<file path="config.mk">
export PLATFORM = sky130hd
export DESIGN_NAME = dcad_decoder
export DESIGN_NICKNAME = d
export VERILOG_FILES = /design/src/dcad_pkg.sv /design/src/dcad_decoder.sv
export VERILOG_INCLUDE_DIRS = /design/src
export SDC_FILE = /design/constraint.sdc
export NUM_CORES = 1
export LEC_CHECK = 0
export ABC_AREA = 1
export BUFFER_PORTS_ARGS = -buffer_cell sky130_fd_sc_hd__buf_2
export CAP_MARGIN = 5
export CORE_UTILIZATION = 53
export CTS_CLUSTER_DIAMETER = 100
export DETAILED_ROUTE_END_ITERATION = 10
export GPL_TIMING_DRIVEN = 0
export PLACE_DENSITY = 0.9
export SETUP_SLACK_MARGIN = 0.05
export SKIP_LAST_GASP = 1
export SYNTH_ARGS = -nofsm -noshare
export SYNTH_HDL_FRONTEND = slang
export SYNTH_SLANG_ARGS = --single-unit
</file>
<file path="constraint.sdc">
create_clock -name I_SYS_CLK -period 2.3 [get_ports I_SYS_CLK]
set_clock_uncertainty 0.2 [all_clocks]
set_input_delay 0.23 -clock I_SYS_CLK [delete_from_list [all_inputs] [get_ports I_SYS_CLK]]
set_output_delay 0.23 -clock I_SYS_CLK [all_outputs]
set_load 0.02 [all_outputs]
</file>
<file path="src/dcad_defs.svh">
// Constants of the DDR3 command and address decoder: field positions, counts and reset values.
// Assumes inclusion by bare name from the package and the decoder module.
`ifndef DCAD_DEFS_SVH
`define DCAD_DEFS_SVH

`define DCAD_BANKS 8
`define DCAD_BA_W 3
`define DCAD_ADDR_W 15
`define DCAD_COL_W 10
`define DCAD_AP_BIT 10
`define DCAD_BC_BIT 12
`define DCAD_BL_LSB 0
`define DCAD_BL_MSB 1
`define DCAD_BL_FIXED8 2'h0
`define DCAD_BL_OTF 2'h1
`define DCAD_BL_FIXED4 2'h2
`define DCAD_MR0_RST 15'h0000
`define DCAD_BURST8_CK 3'h4
`define DCAD_BURST4_CK 3'h2
`define DCAD_MR_SEL 3'h0

`endif

</file>
<file path="src/dcad_pkg.sv">
// Types shared by the DDR3 command and address decoder.
// Assumes dcad_defs.svh is on the include path.
`include "dcad_defs.svh"

package dcad_pkg;

	// Decoded command codes
	typedef enum logic [2:0]
	{
		DCAD_DESEL = 3'h0,
		DCAD_NOP = 3'h1,
		DCAD_ACT = 3'h2,
		DCAD_PRE = 3'h3,
		DCAD_RD = 3'h4,
		DCAD_WR = 3'h5,
		DCAD_MRS = 3'h6,
		DCAD_OTHER = 3'h7
	} dcad_cmd_t;

	// Command and address pins as sampled
	typedef struct packed
	{
		logic cs_n;
		logic ras_n;
		logic cas_n;
		logic we_n;
		logic [`DCAD_BA_W-1:0] ba;
		logic [`DCAD_ADDR_W-1:0] addr;
	} dcad_pins_t;

	// One decoded command for the array logic
	typedef struct packed
	{
		dcad_cmd_t cmd;
		logic [`DCAD_BA_W-1:0] bank;
		logic [`DCAD_ADDR_W-1:0] row;
		logic [`DCAD_COL_W-1:0] col;
		logic auto_pre;
		logic all_banks;
		logic chop;
	} dcad_req_t;

	// Burst tracking states
	typedef enum logic [1:0]
	{
		DCAD_B_IDLE = 2'h0,
		DCAD_B_RD = 2'h1,
		DCAD_B_WR = 2'h3
	} dcad_burst_t;

endpackage : dcad_pkg

</file>
<file path="src/dcad_decoder.sv">
// DDR3 command, address and data-qualifier input logic of an eight-bank device.
// Assumes CK, CK#, strobes and pins arrive asynchronously and are oversampled by a much faster I_SYS_CLK.
`timescale 1ns/10ps
`default_nettype none
`include "dcad_defs.svh"

module dcad_decoder
(
	input wire logic I_SYS_CLK,
	input wire logic I_RST,
	input wire logic I_CK,
	input wire logic I_CK_N,
	input wire dcad_pkg::dcad_pins_t I_PINS,
	input wire logic [15:0] I_DQ,
	input wire logic [1:0] I_DM,
	input wire logic [1:0] I_DQS,
	output logic O_CMD_VALID,
	output dcad_pkg::dcad_req_t O_CMD,
	output logic [`DCAD_BANKS-1:0] O_BANK_OPEN,
	output logic [`DCAD_ADDR_W-1:0] O_MODE_OP,
	output logic [1:0] O_DQS_O,
	output logic [1:0] O_DQS_N_O,
	output logic [1:0] O_DQS_OE_N,
	output logic [15:0] O_WR_DATA,
	output logic [1:0] O_WR_BYTE_EN,
	output logic [1:0] O_WR_STB
);

	//****************************************
	// Input synchronisers
	//****************************************
	dcad_pkg::dcad_pins_t pins_s1, pins_s2, pins_s3;
	logic [2:0] ck_s, ckn_s;
	logic ck_lvl;
	logic [1:0] dqs_s1, dqs_s2, dqs_s3, dqs_lvl;
	logic [15:0] dq_s1, dq_s2, dq_s3;
	logic [1:0] dm_s1, dm_s2, dm_s3;
	logic ck_edge;

	// Three stages everywhere so pins and clock share the same delay
	always_ff @(posedge I_SYS_CLK)
	begin
		{pins_s3, pins_s2, pins_s1} <= {pins_s2, pins_s1, I_PINS};
		ck_s <= {ck_s[1:0], I_CK};
		ckn_s <= {ckn_s[1:0], I_CK_N};
		{dqs_s3, dqs_s2, dqs_s1} <= {dqs_s2, dqs_s1, I_DQS};
		{dq_s3, dq_s2, dq_s1} <= {dq_s2, dq_s1, I_DQ};
		{dm_s3, dm_s2, dm_s1} <= {dm_s2, dm_s1, I_DM};
	end

	// Settled clock level; a change counts only when stages two and three agree
	always_ff @(posedge I_SYS_CLK)
	begin
		if (I_RST)
			ck_lvl <= 1'b0;
		else if (ck_s[1] == ck_s[2])
			ck_lvl <= ck_s[2];
	end
	// Crossing point: CK settles high while CK# has settled low
	assign ck_edge = (ck_s[1] == ck_s[2]) && ck_s[2] && !ck_lvl && (ckn_s[1] == ckn_s[2]) && !ckn_s[2];

	//****************************************
	// Command decode
	//****************************************
	function automatic dcad_pkg::dcad_cmd_t decode(input dcad_pkg::dcad_pins_t p);
		if (p.cs_n)
			decode = dcad_pkg::DCAD_DESEL;
		else
			case ({p.ras_n, p.cas_n, p.we_n})
				3'h3: decode = dcad_pkg::DCAD_ACT;
				3'h2: decode = dcad_pkg::DCAD_PRE;
				3'h5: decode = dcad_pkg::DCAD_RD;
				3'h4: decode = dcad_pkg::DCAD_WR;
				3'h0: decode = dcad_pkg::DCAD_MRS;
				3'h7: decode = dcad_pkg::DCAD_NOP;
				default: decode = dcad_pkg::DCAD_OTHER;
			endcase
	endfunction : decode

	dcad_pkg::dcad_cmd_t cur_cmd;
	logic otf, chop_now;
	logic [`DCAD_BL_MSB-`DCAD_BL_LSB:0] bl_mode;
	assign cur_cmd = ck_edge ? decode(pins_s3) : dcad_pkg::DCAD_DESEL;
	assign bl_mode = O_MODE_OP[`DCAD_BL_MSB:`DCAD_BL_LSB];
	assign otf = (bl_mode == `DCAD_BL_OTF);
	// Fixed BC4 chops always; on-the-fly mode reads the chop bit, low meaning chop
	assign chop_now = otf ? !pins_s3.addr[`DCAD_BC_BIT] : (bl_mode == `DCAD_BL_FIXED4);

	// Registered command for the array; data fields are held until the next command other than deselect or no-operation
	always_ff @(posedge I_SYS_CLK)
	begin
		if (I_RST)
		begin
			O_CMD_VALID <= 1'b0;
			O_CMD <= '0;
		end
		else
		begin
			O_CMD_VALID <= (cur_cmd != dcad_pkg::DCAD_DESEL) && (cur_cmd != dcad_pkg::DCAD_NOP);
			if (cur_cmd != dcad_pkg::DCAD_DESEL && cur_cmd != dcad_pkg::DCAD_NOP)
			begin
				O_CMD.cmd <= cur_cmd;
				O_CMD.bank <= pins_s3.ba;
				O_CMD.row <= pins_s3.addr;
				O_CMD.col <= pins_s3.addr[`DCAD_COL_W-1:0];
				O_CMD.auto_pre <= pins_s3.addr[`DCAD_AP_BIT];
				O_CMD.all_banks <= pins_s3.addr[`DCAD_AP_BIT];
				O_CMD.chop <= chop_now;
			end
		end
	end

	// Mode register load; only the register that holds the burst mode is kept here
	always_ff @(posedge I_SYS_CLK)
	begin
		if (I_RST)
			O_MODE_OP <= `DCAD_MR0_RST;
		else if (cur_cmd == dcad_pkg::DCAD_MRS && pins_s3.ba == `DCAD_MR_SEL)
			O_MODE_OP <= pins_s3.addr;
	end

	//****************************************
	// Burst tracking and bank state
	//****************************************
	dcad_pkg::dcad_burst_t burst;
	logic [2:0] burst_left;
	logic burst_ap;
	logic [`DCAD_BA_W-1:0] burst_bank;
	logic burst_end;
	logic [`DCAD_BANKS-1:0] next_bank_open;
	logic [`DCAD_ADDR_W-1:0] open_row [`DCAD_BANKS];

	assign burst_end = ck_edge && (burst != dcad_pkg::DCAD_B_IDLE) && (burst_left == 3'h1);
	// A new access restarts the burst, so seamless back to back bursts are allowed
	always_ff @(posedge I_SYS_CLK)
	begin
		if (I_RST)
		begin
			burst <= dcad_pkg::DCAD_B_IDLE;
			burst_left <= 3'h0;
			burst_ap <= 1'b0;
			burst_bank <= '0;
		end
		else if (cur_cmd == dcad_pkg::DCAD_RD || cur_cmd == dcad_pkg::DCAD_WR)
		begin
			burst <= (cur_cmd == dcad_pkg::DCAD_RD) ? dcad_pkg::DCAD_B_RD : dcad_pkg::DCAD_B_WR;
			burst_left <= chop_now ? `DCAD_BURST4_CK : `DCAD_BURST8_CK;
			burst_ap <= pins_s3.addr[`DCAD_AP_BIT];
			burst_bank <= pins_s3.ba;
		end
		else if (burst_end)
		begin
			burst <= dcad_pkg::DCAD_B_IDLE;
			burst_left <= 3'h0;
		end
		else if (ck_edge && burst != dcad_pkg::DCAD_B_IDLE)
			burst_left <= burst_left - 3'h1;
	end

	// Burst-end closing first, so a command in the same cycle has the final say
	always_comb
	begin
		next_bank_open = O_BANK_OPEN;
		if (burst_end && burst_ap)
			next_bank_open[burst_bank] = 1'b0;
		case (cur_cmd)
			dcad_pkg::DCAD_ACT: next_bank_open[pins_s3.ba] = 1'b1;
			dcad_pkg::DCAD_PRE:
			begin
				if (pins_s3.addr[`DCAD_AP_BIT])
					next_bank_open = '0;
				else
					next_bank_open[pins_s3.ba] = 1'b0;
			end
			default: ;
		endcase
	end
	// Bank state register; openings and closings land together on one edge
	always_ff @(posedge I_SYS_CLK)
	begin
		if (I_RST)
			O_BANK_OPEN <= '0;
		else
			O_BANK_OPEN <= next_bank_open;
	end
	// Row kept per bank for the array; no reset needed on storage
	always_ff @(posedge I_SYS_CLK)
	begin
		if (cur_cmd == dcad_pkg::DCAD_ACT)
			open_row[pins_s3.ba] <= pins_s3.addr;
	end

	//****************************************
	// Data strobes and write capture
	//****************************************
	// Device drives both strobe pairs only during a read burst, toggling on each rising CK crossing
	always_ff @(posedge I_SYS_CLK)
	begin
		if (I_RST || burst != dcad_pkg::DCAD_B_RD)
			O_DQS_O <= 2'h0;
		else if (ck_edge)
			O_DQS_O <= ~O_DQS_O;
	end
	assign O_DQS_N_O = ~O_DQS_O;
	assign O_DQS_OE_N = (burst == dcad_pkg::DCAD_B_RD) ? 2'h0 : 2'h3;

	// Settled strobe level per lane
	always_ff @(posedge I_SYS_CLK)
	begin
		if (I_RST)
			dqs_lvl <= 2'h0;
		else
			dqs_lvl <= (dqs_s2 ~^ dqs_s3) & dqs_s3 | ~(dqs_s2 ~^ dqs_s3) & dqs_lvl;
	end

	// Each lane latches its own byte and mask on either strobe edge while writing
	always_ff @(posedge I_SYS_CLK)
	begin
		if (I_RST)
		begin
			O_WR_DATA <= 16'h0000;
			O_WR_BYTE_EN <= 2'h0;
			O_WR_STB <= 2'h0;
		end
		else
		begin
			for (int i = 0; i < 2; i++)
			begin
				O_WR_STB[i] <= 1'b0;
				if (burst == dcad_pkg::DCAD_B_WR && dqs_s2[i] == dqs_s3[i] && dqs_s3[i] != dqs_lvl[i])
				begin
					O_WR_DATA[i*8 +: 8] <= dq_s3[i*8 +: 8];
					O_WR_BYTE_EN[i] <= !dm_s3[i];
					O_WR_STB[i] <= 1'b1;
				end
			end
		end
	end
endmodule : dcad_decoder
`default_nettype wire

</file>
Word-level counts from Yosys, hierarchy flattened. Index checks and enable logic that the tools add are counted.

Add/subtract/negate cells: 1. Order comparisons: 4. Equality and inequality tests: 23. Muxes and demuxes: 21. Bitwise operators: 11. Reduce and logical (&&, ||, !) cells: 28.

Operator list (count): $eq A3 B3 Y1 const B (6); $mux W3 (6); $pmux W3 S6 (1); $and A8 B8 Y8 (2); $mux W8 (2); $not A8 Y8 (2); $pmux W8 S2 (1); $logic_and A1 B1 Y1 (15); $eq A3 B2 Y1 const B (4); $lt A3 B4 Y1 const B (2); $mux W2 (4); $or A8 B8 Y8 (1); $demux W1 S3 (2); $ge A3 B1 Y1 const B (2); $logic_not A3 Y1 (2); $reduce_bool A3 Y1 (2); $logic_not A1 Y1 (5); $mux W1 (5); $and A2 B2 Y2 (2); $eq A1 B1 Y1 (4); $eq A2 B1 Y1 const B (2); $eq A2 B2 Y1 const B (2); $not A2 Y2 (2); $reduce_bool A2 Y1 (2); 8 further kinds (10).

Flip-flop bits (word level): 223. Output and inout bits: 84.

Depth between registers and ports, before layout. Gate-level depths: netlist (run 1).

Word-level depth: 12. Mapped depth: 11. Depth with buffers taken out: 11.

Worst setup path after synthesis (run 1). OpenSTA, ideal clock, no wires.

Kind: reg-to-reg. From: register ck_s[1]. To: register O_MODE_OP[10]. Setup time: 117 ps. Arrival: 1384 ps. Required time: 1983 ps. Path slack: 599 ps. Stages on the path, launching flop included: 11. Buffers on the path: 2. Path through: dfxtp_1 -> ha_1 -> inv_1 -> nor2_4 -> nand3_4 -> nor2_4 -> buf_6 -> nand4_4 -> buf_4 -> o21ai_1 -> nor2_1.

Longest elaborated chain between the ends: 8.

RTL lines: start, declared (RTL line dcad_decoder.sv:33) `logic [2:0] ck_s, ckn_s;`; start signal, assigned (RTL line dcad_decoder.sv:44) `ck_s <= {ck_s[1:0], I_CK};`; $eq A1 B1 Y1 (RTL line dcad_decoder.sv:60) `assign ck_edge = (ck_s[1] == ck_s[2]) && ck_s[2] && !ck_lvl && (ckn_s[1] == ckn_s[2]) && !ckn_s[2];`; $logic_and A1 B1 Y1 (4 in a row) (RTL line dcad_decoder.sv:60); $mux W3 (RTL line dcad_decoder.sv:83) `assign cur_cmd = ck_edge ? decode(pins_s3) : dcad_pkg::DCAD_DESEL;`; $eq A3 B3 Y1 (RTL line dcad_decoder.sv:118) `` else if (cur_cmd == dcad_pkg::DCAD_MRS && pins_s3.ba == `DCAD_MR_SEL) ``; $logic_and A1 B1 Y1 (no line); end signal, assigned (RTL line dcad_decoder.sv:117) `` O_MODE_OP <= `DCAD_MR0_RST; ``; end signal, assigned (RTL line dcad_decoder.sv:119) `O_MODE_OP <= pins_s3.addr;`; end, declared (RTL line dcad_decoder.sv:20) `` output logic [`DCAD_ADDR_W-1:0] O_MODE_OP, ``.

No other way between the ends. A chain may end at the register's enable or synchronous reset.

Worst setup path in the final report (run 1).
From: register ck_s[2]. To: register O_CMD[20] (netlist name).

Longest elaborated chain between the ends: 8.

RTL lines: $eq A1 B1 Y1 (RTL line dcad_decoder.sv:60); $logic_and A1 B1 Y1 (*) (4 in a row) (RTL line dcad_decoder.sv:60); $mux W3 (*) (RTL line dcad_decoder.sv:83); $ne A3 B1 Y1 or $reduce_bool A3 Y1 (tied branches) (RTL line dcad_decoder.sv:100) `if (cur_cmd != dcad_pkg::DCAD_DESEL && cur_cmd != dcad_pkg::DCAD_NOP)`; $logic_and A1 B1 Y1 (*) (RTL line dcad_decoder.sv:100); end, declared (RTL line dcad_decoder.sv:18) `output dcad_pkg::dcad_req_t O_CMD,`.

Every way passes the cells marked *; elsewhere a longest branch is shown, timed or not.

==> qor.txt, run 1 <==
#FFs+latches synth - 212
WS Path Type - register to register
Largest net degree at the start of global routing - 16
CTS tree - built
Worst setup margin - 0.2300 ns
Slew Limit Fails - 0
Final GP Congestion - 0.8352
Worst Path Required - 2.49 ns
Mapped Nets - 634
PortBufs - 128
Design Area, Final - 0.008033 sq mm
CTS Buffer Depth - 3
Final setup fails - 0
Worst relative slew slack - 65.93%
Pwr Density - 932.2 mW/mm^2
Post-DP HPWL - 8364 microns
Post-synth top area share - 69.75%
NetSw - 1.543 mW
Hold WS - 0.1216 ns
Antenna Nets Post-Route - 0
Layout Cells excl Fill - 934
Congestion Overflow GR - 0
Outcome - completed
Final Cycle Share - 90.00%
Mapped Area - 0.006085 sq mm
DP Worst Slack - 0.3463 ns
Synth warnings - 0
Post-synthesis sequential area ratio - 69.75%
Core area - 0.01103 sq mm
Die Width - 109.1 microns
Lkg Pwr - 3.644 nW
H-tree Lvls - 1
First-pass GRT wire length - 21,820 microns
Most common cell after layout, fill and taps aside - dfxtp_1
Internal power - 5.945 mW
Combinational share of power - 3.7%
Layout area overhead - 32.02%
Initial Util - 55.16%
Root buf cell - clkbuf_16
Clock share of power - 44.7%
Layout cells sized above 1 - 25.57%
Final Critical Period - 2.070 ns
Final hold vios - 0
Num ports - 130
Top post-synthesis cells by area - dfxtp_1 (70%), o21ai_0 (5.1%), nor2_1 (4.4%)
Die Ht - 109.1 microns
Largest area contributor in the netlist - dfxtp_1
Most frequent cells in the layout - dfxtp_1 (212), buf_2 (133), nor2_1 (72), o21ai_0 (62), dlygate4sd3_1 (45)
TNS Setup - 0 ns
Vias in the first global route - 4,727
Vias - 4,638
Register share of total power - 51.6%
# rows - 38
Vias per cell - 4.966
Die area - 0.01191 sq mm
Post-synth cell types - 32
WL per Instance - 15.07 microns
Worst-margin pin slew - 0.5110 ns
Critical Path Source Type - register
Fmax - 0.4831 GHz
Post-layout util - 72.82%
First-iteration detailed-routing DRC count - 258
Switching Share - 20.60%
Overall Power - 7.488 mW
Reg clk slew, reported paths - 0.07 ns
Cells after Synth - 585
Detailed Route WL - 14,080 microns
Dpl cells - 853
Num CTS Buffers - 20
Clk sinks - 212
Dpl cell area - 0.006900 sq mm
Critical path data arrival time - 2.26 ns
Diode count - 0
RSZ-0062 raised after global routing - false
Clock Latency Late Sink - 0.48 ns
Max cap viols - 0
Critical path fanouts, max - 10
Min-delay worst type - register to register
Fin nets - 829
Initial antenna violation count - 0
Drt pass-1 iters - 5
Peak VDD IR - 0.0007543 V
DR DRC count - 0
Avg Synthesized Cell Area - 10.40 sq um
Gr usage total - 23.80%
Worst setup EP type - register
Post-CTS setup buffers - 0
Fill cell count - 722
-- what timing repair did --
action,in CTS,in global routing
endpoints found under the setup margin,0,0
endpoints found under the hold margin,45,0
resized for setup,0,0
hold buffers,45,0
-- cells by family (layout without fill, tap and decap cells) --
group,Yosys count,count (layout),share of synthesized area (%)
compound gates,128,128,10.98
flops,212,212,69.75
simple gates,164,164,12.48
fa+ha+maj,3,3,0.6170
buf+inv,77,286,6.025
xor+xnor,1,1,0.1440
-- cells in the mapped netlist, drive strengths merged --
| cell | instances |
|---|---|
| a21oi | 39 |
| nor2 | 78 |
| nand3 | 25 |
| and2 | 5 |
| nor3 | 4 |
| or2 | 1 |
| xnor2 | 1 |
| dfxtp | 212 |
| inv | 45 |
| o21a | 1 |
| nand4 | 5 |
| ha | 3 |
| nand2 | 46 |
| a31oi | 13 |
| a211oi | 1 |
| o21ai | 73 |
| buf | 23 |
| clkinv | 1 |
| clkbuf | 8 |
| o21bai | 1 |
-- power by group through the flow --
stage / Combinational (mW) / Clock (mW) / Sequential [mW]
global route: 0.297 / 3.54 / 3.88
global placement: 0.198 / 0 / 3.94
finish: 0.274 / 3.35 / 3.87
CTS: 0.267 / 3.35 / 3.86
floorplan: 0.110 / 0 / 3.94
detailed placement: 0.204 / 0 / 3.94
-- per-layer routing --
metal / GRT usage (%) / part of all wire, % / wire length, microns
met1: 25.21 / 38 / 5405
met2: 44.43 / 52 / 7280
met3: 5.798 / 6.5 / 916
met4: 10.14 / 3.4 / 473
met5: 0 / 0 / 0
-- path summary, 6_finish.rpt --
kind	start	end	slack, ns	depth (start not counted)
worst max-delay path	ck_s[2]$_DFF_P_	O_CMD[20]$_SDFFE_PP0P_	0.23	10
worst min-delay path	dq_s1[1]$_DFF_P_	dq_s2[1]$_DFF_P_	0.12	0
worst max register to register	ck_s[2]$_DFF_P_	O_CMD[20]$_SDFFE_PP0P_	0.23	10
worst min register to register	dq_s1[1]$_DFF_P_	dq_s2[1]$_DFF_P_	0.12	0
-- critical path, cell delays in order (launching register included) --
cell     delay, ns
dfxtp_1       0.34
ha_1          0.14
inv_1         0.06
nor2_4        0.14
nand3_4       0.14
inv_2         0.10
nand2_2       0.11
nand2_2       0.18
buf_2         0.24
o21ai_0       0.13
nor2_1        0.22
-- area by class of cell --
cell class	count	area [sq um]	share of cell area (%)
plain buffers	31	193.9	2.414
clock buffers	29	585.6	7.290
clock inverters	7	96.34	1.199
inverters	46	172.7	2.150
multi-input cells	296	1474	18.35
flip-flops and latches	212	4244	52.83
well taps	140	175.2	2.181
repair buffers	173	1091	13.58
-- state kept, by name, summed over array words and instances, names as in the netlist, 8 cells and up, named ones only --
register,count
O_CMD,22
dq_s1,16
O_MODE_OP,15
pins_s2,22
pins_s3,22
dq_s3,16
O_WR_DATA,16
O_BANK_OPEN,8
pins_s1,22
dq_s2,16
No activity file was read; power rests on OpenSTA's default activity.
==> run 2: changes to the inputs <==
--- a/config.mk
+++ b/config.mk
@@ -6,7 +6,6 @@
 export SDC_FILE = /design/constraint.sdc
 export NUM_CORES = 1
 export LEC_CHECK = 0
-export ABC_AREA = 1
 export BUFFER_PORTS_ARGS = -buffer_cell sky130_fd_sc_hd__buf_2
 export CAP_MARGIN = 5
 export CORE_UTILIZATION = 53
==> run 2 against run 1 <==
Effect of this change: setup slack got worse by 0.19 ns; total power decreased by 4.5%; via count is 10% lower.
==> qor.txt, run 2 <==
Design Area, Final - 0.008056 sq mm (+0.30%)
Vias per cell - 4.942 (-0.48%)
Final Cycle Share - 98.45% (+8.5 points)
Lkg Pwr - 3.462 nW (-5.0%)
Diode count - 0 (unchanged)
Detailed Route WL - 14,160 microns (+0.59%)
Die Ht - 108.5 microns (-0.59%)
Post-synth top area share - 70.59% (+0.84 points)
Fin nets - 742 (-10%)
Outcome - completed
Sink of the worst hold path - pins_s2[0]$_DFF_P_
Post-layout util - 73.67% (+0.85 points)
Initial Util - 54.98% (-0.18 points)
Post-synth cell types - 39 (+22%)
Final GP Congestion - 0.7929 (-5.1%)
Die Width - 108.5 microns (-0.59%)
Worst-margin pin slew - 0.5829 ns (+0.07182 ns)
Max cap viols - 0 (unchanged)
Leading cell type by number of instances after synthesis - dfxtp_1
Layout Cells excl Fill - 845 (-9.5%)
Post-synth EDFFs - 0 (unchanged)
Hold Path Cell Cnt - 0 (unchanged)
Critical path data arrival time - 2.39 ns (+0.13 ns)
Antenna Nets Post-Route - 0 (unchanged)
Avg Synthesized Cell Area - 12.19 sq um (+17%)
Worst relative slew slack - 61.14% (-4.8 points)
Cells after Synth - 493 (-16%)
Mapped Nets - 542 (-15%)
FF+latch area - 0.004247 sq mm (about the same)
PortBufs - 128 (unchanged)
Worst R2R Path Depth - 8 (-2)
Core area - 0.01094 sq mm (-0.86%)
Hold WS - 0.1255 ns (+0.003885 ns)
H-tree Lvls - 1 (unchanged)
#FFs+latches synth - 212 (unchanged)
Reg clk slew, reported paths - 0.06 ns (about the same)
Critical path fanouts, max - 6 (-4)
Peak VDD IR - 0.0009260 V (+23%)
Worst setup EP type - register
Clk sinks - 212 (unchanged)
DR DRC count - 0 (unchanged)
Largest net degree at the start of global routing - 16 (unchanged)
Final hold vios - 0 (unchanged)
Congestion Overflow GR - 0 (unchanged)
Root buf cell - clkbuf_16
Post-DP HPWL - 8464 microns (+1.2%)
Post-synthesis sequential area ratio - 70.59% (+0.84 points)
R2R Setup Slk - 0.04 ns (-0.19 ns)
WL per Instance - 16.76 microns (+11%)
Async S/R FF share, synth - 0% (unchanged)
CP startpoint - ck_s[2]$_DFF_P_
Critical Path Source Type - register
Num ports - 130 (unchanged)
Top FF cell, synth - dfxtp_1
Vias in the first global route - 4,331 (-8.4%)
Final setup fails - 0 (unchanged)
First-pass GRT wire length - 21,520 microns (-1.4%)
Fmax - 0.4416 GHz (-8.6%)
HP Start - pins_s1[0]$_DFF_P_
Die area - 0.01177 sq mm (-1.2%)
Synth top cells by count - dfxtp_1 (212), nor2_1 (60), mux2i_1 (52)
Dpl cells - 761 (-11%)
Largest area contributor in the netlist - dfxtp_1
Worst Path Required - 2.43 ns (-0.06 ns)
TNS Setup - 0 ns (unchanged)
Num CTS Buffers - 19 (-5.0%)
Clock Latency Late Sink - 0.46 ns (-0.02 ns)
# rows - 38 (unchanged)
Layout area overhead - 34.01%
Top post-synthesis cells by area - dfxtp_1 (71%), mux2i_1 (8.7%), nor2_1 (3.7%)
Most common cell after layout, fill and taps aside - dfxtp_1
Pwr Density - 887.7 mW/mm^2 (-4.8%)
Multi-input combinational cell area - 0.001602 sq mm (+8.7%)
Final Critical Period - 2.264 ns (+0.1945 ns)
WS Path Type - register to register
Most frequent cells in the layout - dfxtp_1 (210), buf_2 (131), nor2_1 (59), mux2i_1 (49), dlygate4sd3_1 (44)
Reg2reg start - ck_s[2]$_DFF_P_
CTS Buffer Depth - 3 (unchanged)
Mapped Area - 0.006012 sq mm (-1.2%)
Dpl cell area - 0.006828 sq mm (-1.1%)
Drt pass-1 iters - 4 (-1)
Layout cells sized above 1 - 28.79% (+3.2 points)
RSZ-0062 raised after global routing - true
RR Endpoint - O_CMD[14]$_SDFFE_PP0P_
Min-delay worst type - register to register
Fill cell count - 686 (-5.0%)
Gr usage total - 23.82% (about the same)
Vias - 4,176 (-10%)
First-iteration detailed-routing DRC count - 183 (-29%)
Synth warnings - 0 (unchanged)
CTS tree - built
Slew Limit Fails - 0 (unchanged)
Initial antenna violation count - 0 (unchanged)
## run 2: layout make-up
class / instances / area share, %
Buffer: 34 / 2.827
Timing Repair Buffer: 182 / 14.58
Sequential cell: 212 / 52.71
Multi-Input combinational cell: 238 / 19.88
Inverter: 6 / 0.2795
Tap cell: 140 / 2.174
Clock buffer: 29 / 6.989
Clock inverter: 4 / 0.5591
## run 2: what timing repair did
item | 4_1_cts | 5_1_grt
gates resized for setup | 11 | 19
hold buffers | 44 | 0
setup endpoints to repair | 39 | 44
setup buffers | 6 | 2
pin swaps | 1 | 2
endpoints found under the hold margin | 44 | 0
gates cloned | 1 | 1
## run 2: metal layers
layer	track usage (%)	share of wire, %	vias up
li1	-	-	2032
met2	45.66	54	151
met5	0	0	-
met3	4.641	5.4	28
met4	7.722	2.2	0
met1	25.95	38	1965
## run 2: worst max-delay path by stage
| stage | slack [ns] | depth (start not counted) | end |
|---|---|---|---|
| finish | 0.04 | 8 | O_CMD[14]$_SDFFE_PP0P_ |
| global route | -0.03 | 8 | O_CMD[30]$_SDFFE_PP0P_ |
| floorplan | 0.13 | 7 | O_CMD[30]$_SDFFE_PP0P_ |
| CTS | 0.02 | 8 | O_MODE_OP[9]$_SDFFE_PP0P_ |
| detailed placement | -0.23 | 6 | O_MODE_OP[9]$_SDFFE_PP0P_ |
| global placement | -0.20 | 6 | O_MODE_OP[9]$_SDFFE_PP0P_ |
## run 2: metrics by stage
step,setup WS [ns],power (mW)
after floorplan,0.1343,4.009
after detailed placement,-0.2330,4.099
after global routing,-0.02796,7.357
final,0.03557,7.152
after CTS,0.01915,7.160
after global placement,-0.1994,4.079
## run 2: worst max-delay path: stages (launching register included)
cell      delay, ns
dfxtp_2        0.35
ha_4           0.13
or4b_4         0.46
buf_8          0.15
a311oi_4       0.23
buf_6          0.17
buf_4          0.17
mux2i_1        0.19
nor2_1         0.06
## run 2: cells by family after synthesis
family	Yosys count	synth area share [%]
buf+inv	43	3.850
simple gates	132	10.53
compound gates	50	5.557
mux	53	8.845
flops	212	70.59
fa+ha+maj	3	0.6244
## run 2: report_power, final
group	switching [mW]	internal, mW	leakage, nW
clock network	1.25	1.80	0.302
registers	0.0633	3.80	1.76
logic	0.108	0.124	1.40
total	1.43	5.73	3.46
==> run 3: changes to the inputs <==
--- a/config.mk
+++ b/config.mk
@@ -8,6 +8,7 @@
 export LEC_CHECK = 0
 export BUFFER_PORTS_ARGS = -buffer_cell sky130_fd_sc_hd__buf_2
 export CAP_MARGIN = 5
+export CORE_MARGIN = 4
 export CORE_UTILIZATION = 53
 export CTS_CLUSTER_DIAMETER = 100
 export DETAILED_ROUTE_END_ITERATION = 10
==> run 3 against run 2 <==
Effect of this change: first-iteration DRC count fell by 12%; flip-flop and latch count did not move; maximum frequency fell by 0.11%; clock-buffer cell count fell by 3; clock power rose by 12%; worst hold slack got worse by 0.011 ns; via count rose by 2.1%; setup slack got worse by 0.0024 ns; wire length rose by 1.1%; die area rose by 11%; largest cell class unchanged; highest routed layer unchanged.
==> qor.txt, run 3 (synthesis results as in run 2) <==
RSZ-0062 raised after global routing - true
Min-delay worst type - register to register
Detailed Route WL - 14,310 microns (+1.1%)
Lkg Pwr - 3.520 nW (+1.7%)
Hold WS - 0.1147 ns (-0.01084 ns)
PortBufs - 128 (unchanged)
DR DRC count - 0 (unchanged)
Switching Share - 20.14% (+0.20 points)
Max cap viols - 0 (unchanged)
Hold Path Cell Cnt - 0 (unchanged)
Diode count - 0 (unchanged)
Worst path bufs/invs - 3 (unchanged)
Worst setup margin - 0.03313 ns (-0.002446 ns)
Initial Util - 54.74% (-0.24 points)
Critical path data arrival time - 2.40 ns (about the same)
Clock share of power - 45.4% (+2.7 points)
Peak VDD IR - 0.0007498 V (-19%)
Drt pass-1 iters - 4 (unchanged)
Worst Path Required - 2.43 ns (about the same)
Final setup fails - 0 (unchanged)
Gr usage total - 21.72% (-2.1 points)
Register share of total power - 51.6% (-2.5 points)
Sink of the worst hold path - pins_s3[7]$_DFF_P_
Critical Path Source Type - register
NetSw - 1.511 mW (+6.0%)
First-iteration detailed-routing DRC count - 161 (-12%)
Final hold vios - 0 (unchanged)
CTS tree - built
Final Critical Period - 2.267 ns (+0.002446 ns)
WS Path Type - register to register
Worst setup EP type - register
Most frequent cells in the layout - dfxtp_1 (210), buf_2 (131), nor2_1 (60), mux2i_1 (50), dlygate4sd3_1 (44)
Outcome - completed
CTS Buffer Depth - 3 (unchanged)
Internal power - 5.995 mW (+4.7%)
Final GP Congestion - 0.8525 (+7.5%)
Reg2reg start - ck_s[1]$_DFF_P_
CP max stage delay - 0.45 ns (about the same)
Layout cells sized above 1 - 29.66% (+0.87 points)
Vias per cell - 5.026 (+1.7%)
Worst relative slew slack - 64.20% (+3.1 points)
Core area - 0.01098 sq mm (+0.43%)
Worst-margin pin slew - 0.5369 ns (-0.04593 ns)
TNS Setup - 0 ns (unchanged)
Slew Limit Fails - 0 (unchanged)
Vias - 4,262 (+2.1%)
Overall Power - 7.506 mW (+5.0%)
Fmax - 0.4411 GHz (-0.11%)
First-pass GRT wire length - 22,610 microns (+5.1%)
Num ports - 130 (unchanged)
Post-DP HPWL - 8875 microns (+4.9%)
Initial antenna violation count - 0 (unchanged)
Die Width - 114.5 microns (+5.5%)
Final Cycle Share - 98.56% (+0.11 points)
Pwr Density - 920.4 mW/mm^2 (+3.7%)
Layout area overhead - 35.65%
Vias in the first global route - 4,447 (+2.7%)
Die area - 0.01311 sq mm (+11%)
Slowest CP cell - or4b_4
Combinational share of power - 3.0% (-0.2 points)
Antenna Nets Post-Route - 0 (unchanged)
Most common cell after layout, fill and taps aside - dfxtp_1
RR Endpoint - O_CMD[17]$_SDFFE_PP0P_
Reg clk slew, reported paths - 0.06 ns (about the same)
WL per Instance - 16.88 microns (+0.73%)
R2R Setup Slk - 0.03 ns (about the same)
H-tree Lvls - 1 (unchanged)
Critical-path cell list - ha_4, or4b_4, buf_6, a311oi_4, buf_6, buf_8, mux2i_2, nor2_1
Clk sinks - 212 (unchanged)
Congestion Overflow GR - 0 (unchanged)
# rows - 38 (unchanged)
HP Start - pins_s2[7]$_DFF_P_
Worst R2R Path Depth - 8 (unchanged)
Crit path top cell by count - buf_6
Num CTS Buffers - 21 (+2)
DP Worst Slack - -0.2547 ns (-0.02167 ns)
Critical path fanouts, max - 6 (unchanged)
Root buf cell - clkbuf_16
Clock Latency Late Sink - 0.47 ns (about the same)
Largest net degree at the start of global routing - 16 (unchanged)
Die Ht - 114.5 microns (+5.5%)
Top Family by Delay on Critical Path - simple AND/OR/NAND/NOR gates
Fin nets - 743 (+0.13%)
-- run 3: cell types whose count changed in the layout (fill, tap and decap cells not counted), sizes merged --
cell	previous run	this run
buf	158	156
bufinv	1	2
clkbuf	43	41
clkinv	3	9
-- run 3: how the worst max path moves through the flow --
stage / depth (start not counted) / to / start / slack [ns]
2_1_floorplan: 7 / O_CMD[30]$_SDFFE_PP0P_ / ck_s[1]$_DFF_P_ / 0.13
3_3_place_gp: 6 / O_MODE_OP[4]$_SDFFE_PP0P_ / pins_s3[17]$_DFF_P_ / -0.21
3_5_place_dp: 6 / O_MODE_OP[9]$_SDFFE_PP0P_ / pins_s3[17]$_DFF_P_ / -0.25
4_1_cts: 8 / O_CMD[17]$_SDFFE_PP0P_ / ck_s[2]$_DFF_P_ / 0.008
5_1_grt: 8 / O_CMD[17]$_SDFFE_PP0P_ / ck_s[2]$_DFF_P_ / -0.03
6_report: 8 / O_CMD[17]$_SDFFE_PP0P_ / ck_s[1]$_DFF_P_ / 0.03
-- run 3: cell type report --
type / count / area, sq um
sequential: 212 / 4247
fill: 691 / 2828
buffer: 34 / 232.7
inverter: 6 / 22.52
tap: 140 / 175.2
clock buffer: 26 / 594.3
clock inverter: 11 / 120.1
timing repair buffer: 181 / 1181
multi-input combinational: 238 / 1583
-- run 3: power by group through the flow --
stage          registers [mW]  clock network [mW]  logic (mW)
2_1_floorplan            3.92                   0      0.0850
3_3_place_gp             3.92                   0       0.154
3_5_place_dp             3.94                   0       0.163
4_1_cts                  3.86                3.44       0.231
5_1_grt                  3.88                3.63       0.246
6_report                 3.87                3.41       0.227
-- run 3: per-stage QoR --
stage	cell area (sq um)	utilization, %	cells
5_1_grt	8155	74.25	848
2_1_floorplan	6012	-	493
3_3_place_gp	6828	62.17	761
4_1_cts	8107	73.81	850
3_5_place_dp	6828	62.17	761
6_report	8155	74.25	848
-- run 3: timing repair --
action                                  CTS  global route
pin swaps                                 3             3
endpoints found under the setup margin   43            46
resized for setup                        17             8
gates cloned                              1             1
setup buffers                             7             0
hold buffers                             44             0
endpoints found under the hold margin    44             0
-- run 3: metal layers --
metal / share of wire, % / up-vias / global-route usage (%)
met5: 0 / - / 0
met4: 2.1 / 0 / 6.492
met3: 6.6 / 27 / 4.440
met2: 53 / 155 / 40.75
met1: 38 / 2036 / 24.58
li1: - / 2044 / -
